File: src/verilog/devctl_defines.vh
/*
 * devctl_defines.vh: offsets, field positions, reset values, NVM
 * signature and response codes for the device control register bank.
 * Assumes inclusion by bare name from the design files.
 */
`ifndef DEVCTL_DEFINES_VH
`define DEVCTL_DEFINES_VH

// register byte addresses
`define DEVCTL_OFS_CTRL        12'h000
`define DEVCTL_OFS_CTRL_ALIAS  12'h004
`define DEVCTL_OFS_EXT         12'h018
`define DEVCTL_OFS_STATUS      12'h008

// control register field positions
`define DEVCTL_DUPSEL_BIT      0
`define DEVCTL_MDIS_BIT        2
`define DEVCTL_RSV6_BIT        6
`define DEVCTL_SPD_LO          8
`define DEVCTL_SPD_HI          9
`define DEVCTL_SPDOVR_BIT      11
`define DEVCTL_DPXOVR_BIT      12
`define DEVCTL_PCOVR_BIT       16
`define DEVCTL_PCVAL_BIT       17

// extended control register field positions
`define DEVCTL_EXT_BYPS_BIT    15
`define DEVCTL_EXT_ASDE_BIT    12

// status register field positions
`define DEVCTL_ST_DUPLEX_BIT   0
`define DEVCTL_ST_LINK_BIT     1
`define DEVCTL_ST_SPD_LO       6
`define DEVCTL_ST_SPD_HI       7
`define DEVCTL_ST_MEN_BIT      19

// reset values and nvm signature
`define DEVCTL_RST_DUPSEL      1'b1
`define DEVCTL_RST_SPD         2'b10
`define DEVCTL_RST_SPDOVR      1'b0
`define DEVCTL_NVM_SIG_OK      2'b01

// axi response codes
`define DEVCTL_RESP_OKAY       2'b00
`define DEVCTL_RESP_SLVERR     2'b10

`endif

File: src/verilog/devctl_regs.v
/*
 * devctl_regs.v: device control register (low 18 bits), extended
 * control and status words, behind an AXI4-Lite slave.
 * Assumes one aclk at 100 MHz, synchronous active-low reset, PHY
 * indications arriving asynchronously, and a bus master engine that
 * reports outstanding requests on the same clock.
 */
`timescale 1ns/1ps
`include "devctl_defines.vh"

// Summary of operation
// bit 0 selects duplex, reset 1, NVM-loadable
// master disable blocks new bus master requests
// master enable clears once disabled and nothing is pending
// speed field 00/01/10 = 10/100/1000, reset 10
// speed field ignored under automatic speed detection
// software writes speed after reading PHY via MDIO
// force speed takes MAC speed from field
// speed bypass outranks force speed
// software keeps PHY speed equal when forced
// force duplex makes MAC follow bit 0
// else sample PHY duplex on link rise
// override bit gives software the power pin
// overridden pin driven from bit 17
// reserved bits read zero, bit 6 reads one
// software writes reserved bit 7 as zero
// control register also answers at 0x004
// NVM values taken only with signature 01
// writes land next edge, reads show fields
module devctl_regs (
    input  wire        aclk,
    input  wire        aresetn,
    // axi4-lite slave
    input  wire [11:0] s_axi_awaddr,
    input  wire        s_axi_awvalid,
    output wire        s_axi_awready,
    input  wire [31:0] s_axi_wdata,
    input  wire [3:0]  s_axi_wstrb,
    input  wire        s_axi_wvalid,
    output wire        s_axi_wready,
    output reg  [1:0]  s_axi_bresp,
    output reg         s_axi_bvalid,
    input  wire        s_axi_bready,
    input  wire [11:0] s_axi_araddr,
    input  wire        s_axi_arvalid,
    output wire        s_axi_arready,
    output reg  [31:0] s_axi_rdata,
    output reg  [1:0]  s_axi_rresp,
    output reg         s_axi_rvalid,
    input  wire        s_axi_rready,
    // nvm load port, one-cycle strobe
    input  wire        nvm_load,
    input  wire [1:0]  nvm_signature,
    input  wire        nvm_duplex_full,
    input  wire        nvm_speed_override,
    // phy indications, asynchronous
    input  wire        phy_duplex_indication,
    input  wire        phy_link,
    input  wire [1:0]  phy_resolved_speed,
    // bus master engine, same clock
    input  wire        master_req,
    input  wire        master_pending,
    output wire        master_req_allowed,
    // internal power control and pin
    input  wire        phy_power_ctrl_int,
    output reg         phy_power_ctrl_pin,
    // resolved mac configuration
    output reg         mac_duplex_full,
    output reg  [1:0]  mac_speed
);
    // writable control fields
    reg       duplex_full_select_q;
    reg       master_disable_q;
    reg [1:0] speed_sel_q;
    reg       speed_override_enable_q;
    reg       duplex_override_enable_q;
    reg       pc_override_q;
    reg       pc_value_q;
    // extended control fields
    reg       speed_bypass_q;
    reg       auto_speed_q;
    // device state
    reg       master_enable_q;
    reg       phy_duplex_latched_q;
    reg       link_prev_q;
    // bus handshake state
    reg       aw_held_q;
    reg       w_held_q;
    reg [11:0] awaddr_q;
    reg [31:0] wdata_q;
    reg [3:0]  wstrb_q;

    wire       duplex_sync;
    wire       link_sync;
    wire [1:0] speed_sync;
    wire [31:0] ctrl_word;
    wire [31:0] ext_word;
    wire [31:0] status_word;
    wire       wr_go;
    wire [11:0] wr_addr;
    wire [31:0] wr_data;
    wire [3:0]  wr_strb;
    wire       nvm_take;
    wire [31:0] ctrl_new;
    wire [31:0] ext_new;

    // phy inputs cross into aclk before any logic sees them
    devctl_sync #(.WIDTH(4)) devctl_sync_inst (
        .aclk    (aclk),
        .aresetn (aresetn),
        .din     ({phy_resolved_speed, phy_link, phy_duplex_indication}),
        .dout    ({speed_sync, link_sync, duplex_sync})
    );

    // merge byte lanes of a write into an old word
    function [31:0] merge;
        input [31:0] old;
        input [31:0] data;
        input [3:0]  strb;
        integer i;
        begin
            merge = old;
            for (i = 0; i < 4; i = i + 1) begin
                if (strb[i]) begin
                    merge[i*8 +: 8] = data[i*8 +: 8];
                end
            end
        end
    endfunction

    // control word, alias and primary share one decode
    function is_ctrl;
        input [11:0] a;
        begin
            is_ctrl = ({a[11:2], 2'b00} == `DEVCTL_OFS_CTRL) ||
                      ({a[11:2], 2'b00} == `DEVCTL_OFS_CTRL_ALIAS);
        end
    endfunction

    // reserved bits fixed: all zero except bit 6
    assign ctrl_word = {14'h0000, pc_value_q, pc_override_q,
                        3'b000, duplex_override_enable_q,
                        speed_override_enable_q, 1'b0,
                        speed_sel_q, 1'b0, 1'b1, 3'b000,
                        master_disable_q, 1'b0,
                        duplex_full_select_q};
    assign ext_word = ({31'h0, speed_bypass_q} << `DEVCTL_EXT_BYPS_BIT) |
                      ({31'h0, auto_speed_q} << `DEVCTL_EXT_ASDE_BIT);
    assign status_word =
        ({31'h0, mac_duplex_full} << `DEVCTL_ST_DUPLEX_BIT) |
        ({31'h0, link_sync} << `DEVCTL_ST_LINK_BIT) |
        ({30'h0, mac_speed} << `DEVCTL_ST_SPD_LO) |
        ({31'h0, master_enable_q} << `DEVCTL_ST_MEN_BIT);

    // address and data may arrive in either order; hold each
    assign s_axi_awready = !aw_held_q && !s_axi_bvalid;
    assign s_axi_wready  = !w_held_q && !s_axi_bvalid;
    assign wr_go   = (aw_held_q || s_axi_awvalid) &&
                     (w_held_q || s_axi_wvalid) && !s_axi_bvalid;
    assign wr_addr = aw_held_q ? awaddr_q : s_axi_awaddr;
    assign wr_data = w_held_q ? wdata_q : s_axi_wdata;
    assign wr_strb = w_held_q ? wstrb_q : s_axi_wstrb;
    assign s_axi_arready = !s_axi_rvalid;
    assign nvm_take = nvm_load &&
                      (nvm_signature == `DEVCTL_NVM_SIG_OK);

    // candidate words once a write's byte lanes land on them
    assign ctrl_new = merge(ctrl_word, wr_data, wr_strb);
    assign ext_new  = merge(ext_word, wr_data, wr_strb);

    // write channel capture and response
    always @(posedge aclk) begin
        if (!aresetn) begin
            aw_held_q    <= 1'b0;
            w_held_q     <= 1'b0;
            awaddr_q     <= 12'h000;
            wdata_q      <= 32'h00000000;
            wstrb_q      <= 4'h0;
            s_axi_bvalid <= 1'b0;
            s_axi_bresp  <= `DEVCTL_RESP_OKAY;
        end else if (wr_go) begin
            aw_held_q    <= 1'b0;
            w_held_q     <= 1'b0;
            s_axi_bvalid <= 1'b1;
            s_axi_bresp  <= (is_ctrl(wr_addr) ||
                             wr_addr[11:2] == `DEVCTL_OFS_EXT >> 2 ||
                             wr_addr[11:2] == `DEVCTL_OFS_STATUS >> 2) ?
                            `DEVCTL_RESP_OKAY : `DEVCTL_RESP_SLVERR;
        end else begin
            if (s_axi_awvalid && s_axi_awready) begin
                aw_held_q <= 1'b1;
                awaddr_q  <= s_axi_awaddr;
            end
            if (s_axi_wvalid && s_axi_wready) begin
                w_held_q <= 1'b1;
                wdata_q  <= s_axi_wdata;
                wstrb_q  <= s_axi_wstrb;
            end
            if (s_axi_bvalid && s_axi_bready) begin
                s_axi_bvalid <= 1'b0;
            end
        end
    end

    // control fields: nvm load, then software writes on top
    always @(posedge aclk) begin
        if (!aresetn) begin
            duplex_full_select_q     <= `DEVCTL_RST_DUPSEL;
            master_disable_q         <= 1'b0;
            speed_sel_q              <= `DEVCTL_RST_SPD;
            speed_override_enable_q  <= `DEVCTL_RST_SPDOVR;
            duplex_override_enable_q <= 1'b0;
            pc_override_q            <= 1'b0;
            pc_value_q               <= 1'b0;
            speed_bypass_q           <= 1'b0;
            auto_speed_q             <= 1'b0;
        end else begin
            if (nvm_take) begin
                duplex_full_select_q    <= nvm_duplex_full;
                speed_override_enable_q <= nvm_speed_override;
            end
            if (wr_go && is_ctrl(wr_addr)) begin
                duplex_full_select_q     <= ctrl_new[`DEVCTL_DUPSEL_BIT];
                master_disable_q         <= ctrl_new[`DEVCTL_MDIS_BIT];
                speed_sel_q <= ctrl_new[`DEVCTL_SPD_HI:`DEVCTL_SPD_LO];
                speed_override_enable_q  <= ctrl_new[`DEVCTL_SPDOVR_BIT];
                duplex_override_enable_q <= ctrl_new[`DEVCTL_DPXOVR_BIT];
                pc_override_q            <= ctrl_new[`DEVCTL_PCOVR_BIT];
                pc_value_q               <= ctrl_new[`DEVCTL_PCVAL_BIT];
            end
            if (wr_go && wr_addr[11:2] == `DEVCTL_OFS_EXT >> 2) begin
                speed_bypass_q <= ext_new[`DEVCTL_EXT_BYPS_BIT];
                auto_speed_q   <= ext_new[`DEVCTL_EXT_ASDE_BIT];
            end
        end
    end

    // read channel: one cycle from address to data
    always @(posedge aclk) begin
        if (!aresetn) begin
            s_axi_rvalid <= 1'b0;
            s_axi_rdata  <= 32'h00000000;
            s_axi_rresp  <= `DEVCTL_RESP_OKAY;
        end else if (s_axi_arvalid && s_axi_arready) begin
            s_axi_rvalid <= 1'b1;
            s_axi_rresp  <= `DEVCTL_RESP_OKAY;
            if (is_ctrl(s_axi_araddr)) begin
                s_axi_rdata <= ctrl_word;
            end else if (s_axi_araddr[11:2] == `DEVCTL_OFS_EXT >> 2) begin
                s_axi_rdata <= ext_word;
            end else if (s_axi_araddr[11:2] ==
                         `DEVCTL_OFS_STATUS >> 2) begin
                s_axi_rdata <= status_word;
            end else begin
                s_axi_rdata <= 32'h00000000;
                s_axi_rresp <= `DEVCTL_RESP_SLVERR;
            end
        end else if (s_axi_rvalid && s_axi_rready) begin
            s_axi_rvalid <= 1'b0;
        end
    end

    // gate new requests; in-flight ones finish on their own
    assign master_req_allowed = master_req && !master_disable_q;

    // master enable status drops once disabled and drained
    always @(posedge aclk) begin
        if (!aresetn) begin
            master_enable_q <= 1'b1;
        end else if (master_disable_q && !master_pending) begin
            master_enable_q <= 1'b0;
        end else if (!master_disable_q) begin
            master_enable_q <= 1'b1;
        end
    end

    // duplex follows phy only at link rising edge
    always @(posedge aclk) begin
        if (!aresetn) begin
            link_prev_q          <= 1'b0;
            phy_duplex_latched_q <= 1'b0;
        end else begin
            link_prev_q <= link_sync;
            if (link_sync && !link_prev_q) begin
                phy_duplex_latched_q <= duplex_sync;
            end
        end
    end

    // resolved mac settings and power pin, all registered
    always @(posedge aclk) begin
        if (!aresetn) begin
            mac_duplex_full    <= 1'b0;
            mac_speed          <= `DEVCTL_RST_SPD;
            phy_power_ctrl_pin <= 1'b0;
        end else begin
            if (duplex_override_enable_q) begin
                mac_duplex_full <= duplex_full_select_q;
            end else begin
                mac_duplex_full <= phy_duplex_latched_q;
            end
            // bypass first: it outranks force speed
            if (speed_bypass_q) begin
                mac_speed <= speed_sync;
            end else if (speed_override_enable_q && !auto_speed_q) begin
                mac_speed <= speed_sel_q;
            end else begin
                mac_speed <= speed_sync;
            end
            if (pc_override_q) begin
                phy_power_ctrl_pin <= pc_value_q;
            end else begin
                phy_power_ctrl_pin <= phy_power_ctrl_int;
            end
        end
    end
endmodule

File: src/verilog/devctl_sync.v
/*
 * devctl_sync.v: two flip-flop level synchroniser, one per bit.
 * Assumes inputs come from outside the aclk domain.
 */
`timescale 1ns/1ps
module devctl_sync #(
    parameter WIDTH = 1
) (
    input  wire             aclk,
    input  wire             aresetn,
    input  wire [WIDTH-1:0] din,
    output wire [WIDTH-1:0] dout
);
    reg [WIDTH-1:0] meta_q;
    reg [WIDTH-1:0] sync_q;

    // first stage feeds only the second stage
    always @(posedge aclk) begin
        if (!aresetn) begin
            meta_q <= {WIDTH{1'b0}};
            sync_q <= {WIDTH{1'b0}};
        end else begin
            meta_q <= din;
            sync_q <= meta_q;
        end
    end

    assign dout = sync_q;
endmodule

File: config.mk
export PLATFORM = sky130hd
export DESIGN_NAME = devctl_regs
export DESIGN_NICKNAME = d
export VERILOG_FILES = /design/src/verilog/devctl_regs.v /design/src/verilog/devctl_sync.v
export VERILOG_INCLUDE_DIRS = /design/src /design/src/verilog
export SDC_FILE = /design/constraint.sdc
export NUM_CORES = 1
export LEC_CHECK = 0
export ABC_AREA = 1
export BUFFER_PORTS_ARGS = -buffer_cell sky130_fd_sc_hd__buf_2
export CAP_MARGIN = 10
export CORE_UTILIZATION = 52
export CTS_CLUSTER_SIZE = 14
export DETAILED_ROUTE_END_ITERATION = 7
export GPL_TIMING_DRIVEN = 0
export PLACE_DENSITY_LB_ADDON = 0.1
export SYNTH_ARGS = -nofsm -noshare
export SYNTH_HDL_FRONTEND = slang
export SYNTH_SLANG_ARGS = --single-unit
File: constraint.sdc
create_clock -name aclk -period 3.54 [get_ports aclk]
set_input_delay 0.708 -clock aclk [delete_from_list [all_inputs] [get_ports aclk]]
set_output_delay 0.708 -clock aclk [all_outputs]
set_load 0.02 [all_outputs]
# Word level (Yosys, flattened, before mapping)
# Index checks and enable logic that the tools add are counted.
dict set report totals {
  reg_bits 98
  output_inout_bits 46
}
dict set report classes {
  n_eq_ne 10
  mux 27
  bitwise 6
  n_reduce_logical 43
}
# op count
set op_table {}
lappend op_table {{two-way mux 20 bit} 3}
lappend op_table {{== test 10 x 1 -> 1 bit, second input constant} 2}
lappend op_table {{== test 10 x 2 -> 1 bit, second input constant} 2}
lappend op_table {{== test 10 x 3 -> 1 bit, second input constant} 2}
lappend op_table {{logical NOT 10 bit} 2}
lappend op_table {{bitwise OR 8 x 20 -> 20 bit} 1}
lappend op_table {{two-way mux 18 bit} 1}
lappend op_table {{logical AND 1 bit} 16}
lappend op_table {{bitwise OR 16 x 13 -> 16 bit} 1}
lappend op_table {{AND reduction 2 bit} 7}
lappend op_table {{two-way mux 1 bit} 13}
lappend op_table {{two-way mux 12 bit} 1}
lappend op_table {{two-way mux 2 bit} 6}
lappend op_table {{logical NOT 1 bit} 8}
lappend op_table {{two-way mux 8 bit} 1}
lappend op_table {{bitwise OR 2 x 8 -> 8 bit} 1}
lappend op_table {{logical OR 1 bit} 6}
lappend op_table {{nonzero test 2 bit} 3}
lappend op_table {{two-way mux 4 bit} 1}
lappend op_table {{inequality test 2 bit, second input constant} 2}
lappend op_table {{two-way mux 3 bit} 1}
lappend op_table {{== test 2 x 1 -> 1 bit, second input constant} 1}
lappend op_table {{inequality test 2 x 1 -> 1 bit, second input constant} 1}
lappend op_table {{inverter 1 bit} 2}
lappend op_table {{other kinds (2)} 2}

# Depth between registers and ports, before layout
dict set report depth {
  word_depth 6
  ltp_mapped 12
}

# Cells and area by module
# A second synthesis with hierarchy kept.
dict set report unflattened {
  cells_unflattened 411
  hier_area_um2 2947.8
}
# mod instances cells_per_inst area_per_inst_um2
set by_module_without_submodules {}
lappend by_module_without_submodules {devctl_regs 1 386 2722.6}
lappend by_module_without_submodules {devctl_sync 1 25 225.2}

# Worst setup path before layout
# Ideal clock, no wire load.
dict set report synth_timing {
  kind {input to output}
  startpoint {input port master_req}
  endpoint {output port master_req_allowed}
  t_arrival_ns 1.008
  setup_slack_ns 1.824
  path_stages 2
  cell_sequence {inv_1 -> nor2_1}
}
dict set report synth_via {
  elab_chain_cells 1
}
# element line_no
set synth_rtl {}
lappend synth_rtl {{start, declared} devctl_regs.v:61} ;# input wire master_req,
lappend synth_rtl {{logical AND 1 bit} devctl_regs.v:264} ;# assign master_req_allowed = master_req && !master_disable_q;
lappend synth_rtl {{end, declared} devctl_regs.v:63} ;# output wire master_req_allowed,
# Every way passes these cells.

# Final worst setup path
dict set report layout_timing {
  startpoint {register aw_held_q}
  endpoint {output port s_axi_awready}
}
dict set report layout_via {
  elab_chain_cells 2
}
# element line_no
set layout_rtl {}
lappend layout_rtl {{start, declared} devctl_regs.v:87} ;# reg aw_held_q;
lappend layout_rtl {{start signal, assigned} devctl_regs.v:174} ;# aw_held_q <= 1'b0;
lappend layout_rtl {{start signal, assigned} devctl_regs.v:182} ;# aw_held_q <= 1'b0;
lappend layout_rtl {{start signal, assigned} devctl_regs.v:191} ;# aw_held_q <= 1'b1;
lappend layout_rtl {{logical NOT 1 bit} devctl_regs.v:156} ;# assign s_axi_awready = !aw_held_q && !s_axi_bvalid;
lappend layout_rtl {{logical AND 1 bit} devctl_regs.v:156}
lappend layout_rtl {{end, declared} devctl_regs.v:36} ;# output wire s_axi_awready,
# Every way passes these cells.

==> flow_summary.json <==
{
  "stdcell_count": 603,
  "hpwl_um": 5130,
  "syn_inst": 422,
  "cts_setup_buffers": 0,
  "place.gp.congestion": 0.777,
  "async_flop_share_pct": 0,
  "dp_cells": 588,
  "die-area_sq_mm": 0.00616,
  "grt_max_degree": 13,
  "maxSlewViolCount": 0,
  "ys_types": 34,
  "worstPathRequired_ns": 2.83,
  "htreeDepth": 3,
  "drtPass1Iterations": 7,
  "synth_top_area_share_pct": 43.4,
  "cts_buffers": 9,
  "num_vias": 2878,
  "worstMarginPinSlew_ns": 0.616,
  "path_class": "register to output port",
  "gr-total-overflow": 0,
  "antennaDiodeCount": 0,
  "design.core.area_sq_mm": 0.00557,
  "cp-end-kind": "output port",
  "setup_tns_ns": 0,
  "cts.sinks": 66,
  "syn_avg_cell_area_sq_um": 7.21,
  "grtUsageMet3_pct": 5.35,
  "ys_seq_area_share_pct": 43.4,
  "fin_crit_sh_pct": 52.7,
  "grt_pass1_vias": 2703,
  "cts_resized": 0,
  "root_buffer": "clkbuf_8",
  "synth_area_leaders": "dfxtp_1, nand2_1, inv_1, o21ai_0, a21oi_1",
  "status": "finished clean",
  "setup_violations": 0,
  "drive_gt1_share_pct": 26.2,
  "ant_nets": 0,
  "clock_path_buffers": 2,
  "period_needed_ns": 1.87,
  "hold-worst-slack_ns": 0.420,
  "hold_viol_final": 0,
  "die_y_um": 78.5,
  "grt_pass1_wl_um": 11600,
  "via_per_inst": 4.77,
  "wl_per_cell_um": 11.5,
  "powerDensity_mw_per_mm2": 476,
  "fmax_ghz": 0.536,
  "clk_pin_slew_ns": 0.07,
  "min-delay-start": "devctl_sync_inst.meta_q[0]",
  "start_util_pct": 54.6,
  "path_max_fanout": 10,
  "grt_busiest_layer": "met2",
  "use_met2_pct": 43.9,
  "drcViolationCount": 0,
  "routed_wirelength_um": 6920,
  "irDropWorstVdd_uv": 427,
  "start_kind": "register",
  "antenna_found_initial": 0,
  "io_buffers": 74,
  "p_leak_nw": 1.90,
  "syn_area_sq_mm": 0.00304,
  "cp_data_arrival_time_ns": 1.16,
  "drv_cap": 0,
  "slew_headroom_pct": 58.5,
  "insertion_delay_ns": 0.34,
  "ios": 125,
  "cts_hold_buf": 0,
  "yosys_most_used_dff": "dfxtp_1",
  "drtIter0Drc": 108,
  "cts_tree": "yes",
  "fp.dieW_um": 78.5,
  "synth_edf_count": 0,
  "num-nets-final": 606,
  "ys_ff_latch": 66,
  "skew_ns": 0.00786,
  "reg2reg_from": "w_held_q",
  "flow.area_growth_from_synthesis_pct": 25.0,
  "synth_area_leader_cell": "dfxtp_1",
  "grt.total_usage_pct": 24.4,
  "use_met1_pct": 27.7,
  "yosys_warnings": 0,
  "startpoint": "aw_held_q",
  "grt_setup_unrepaired": "no",
  "row_count": 27,
  "hold_path_class": "register to register"
}
synth_stat cells (5+ instances only):
master,n
a21oi_1,41
buf_4,21
nor2_1,25
nand3_1,18
dfxtp_1,66
a211oi_1,5
nor3_1,5
o21ai_0,47
nand2_2,9
inv_1,66
clkbuf_1,8
nand2_1,79
buf_2,5
power by group:
part / internal [mW] / total, mW / leakage (nW) / switching (mW)
registers: 0.785 / 0.804 / 0.540 / 0.0194
logic: 0.107 / 0.295 / 1.24 / 0.188
clock network: 0.418 / 0.712 / 0.113 / 0.294
total: 1.31 / 1.81 / 1.90 / 0.501
layout by cell type, fill, tap and decap left out, types with 2 or more instances in the layout:
cell type,synthesis,layout
nor2_1,25,25
buf_4,21,21
conb_1,1,21
buf_2,5,79
clkbuf_1,8,8
bufinv_16,0,2
dfxtp_1,66,66
nor2_4,2,2
a21oi_1,41,41
nand3_1,18,18
a211oi_1,5,5
inv_1,66,66
nor3_1,5,5
nand2_1,79,79
clkinv_4,1,2
nand3_2,2,2
nor2_2,3,3
nand2_2,9,9
clkbuf_8,0,10
nand4_1,3,3
o21ai_0,47,47
inv_6,0,2
worst max-delay path, cell delays in order, from the launching register on:
cell	delay, ns
dfxtp_1	0.31
buf_6	0.14
nor2_1	0.17
buf_2	0.19
path summary, 6_finish.rpt:
path,depth (start not counted),end,slack (ns)
max,3,s_axi_awready,1.67
min,2,devctl_sync_inst.dout[0],0.42
max reg2reg,6,duplex_full_select_q,2.06
min reg2reg,2,devctl_sync_inst.dout[0],0.42
metrics by stage:
step	instance area, sq um	setup slack [ns]	utilization, %	power, mW
floorplan	3120	1.82	-	1.03
global placement	3580	1.63	64.2	1.11
detailed placement	3580	1.58	64.2	1.11
CTS	3800	1.65	68.2	1.83
global route	3800	1.61	68.2	1.89
finish	3800	1.67	68.2	1.81
layer usage:
| layer | part of all wire, % | vias to the layer above |
|---|---|---|
| met5 | 0 | - |
| met4 | 1.5 | 0 |
| met3 | 5.4 | 10 |
| met2 | 49 | 85 |
| met1 | 44 | 1275 |
| li1 | - | 1508 |
logic make-up after synthesis:
kind of cell / count (synthesis) / synth area share, %
flops: 66 / 43.4
other cells: 1 / 0.123
compound gates: 99 / 17.2
buf+inv: 105 / 16.3
simple gates: 151 / 23.0
layout make-up:
class / count / area [sq um]
tap: 72 / 90.1
fill: 519 / 1770
clock buffer: 10 / 138
inverter: 68 / 263
multi-input combinational: 271 / 1300
clock inverter: 5 / 86.3
buffer: 37 / 233
timing repair buffer: 74 / 370
sequential: 66 / 1320
flip-flops by register name, summed over array words and instances, names as in the netlist, 2 cells and up:
signal,flops
wstrb_q,3
mac_speed,2
s_axi_rdata,13
awaddr_q,10
wdata_q,9
devctl_sync_inst.dout,4
speed_sel_q,2
devctl_sync_inst.meta_q,4
No activity file was read; power rests on OpenSTA's default activity.
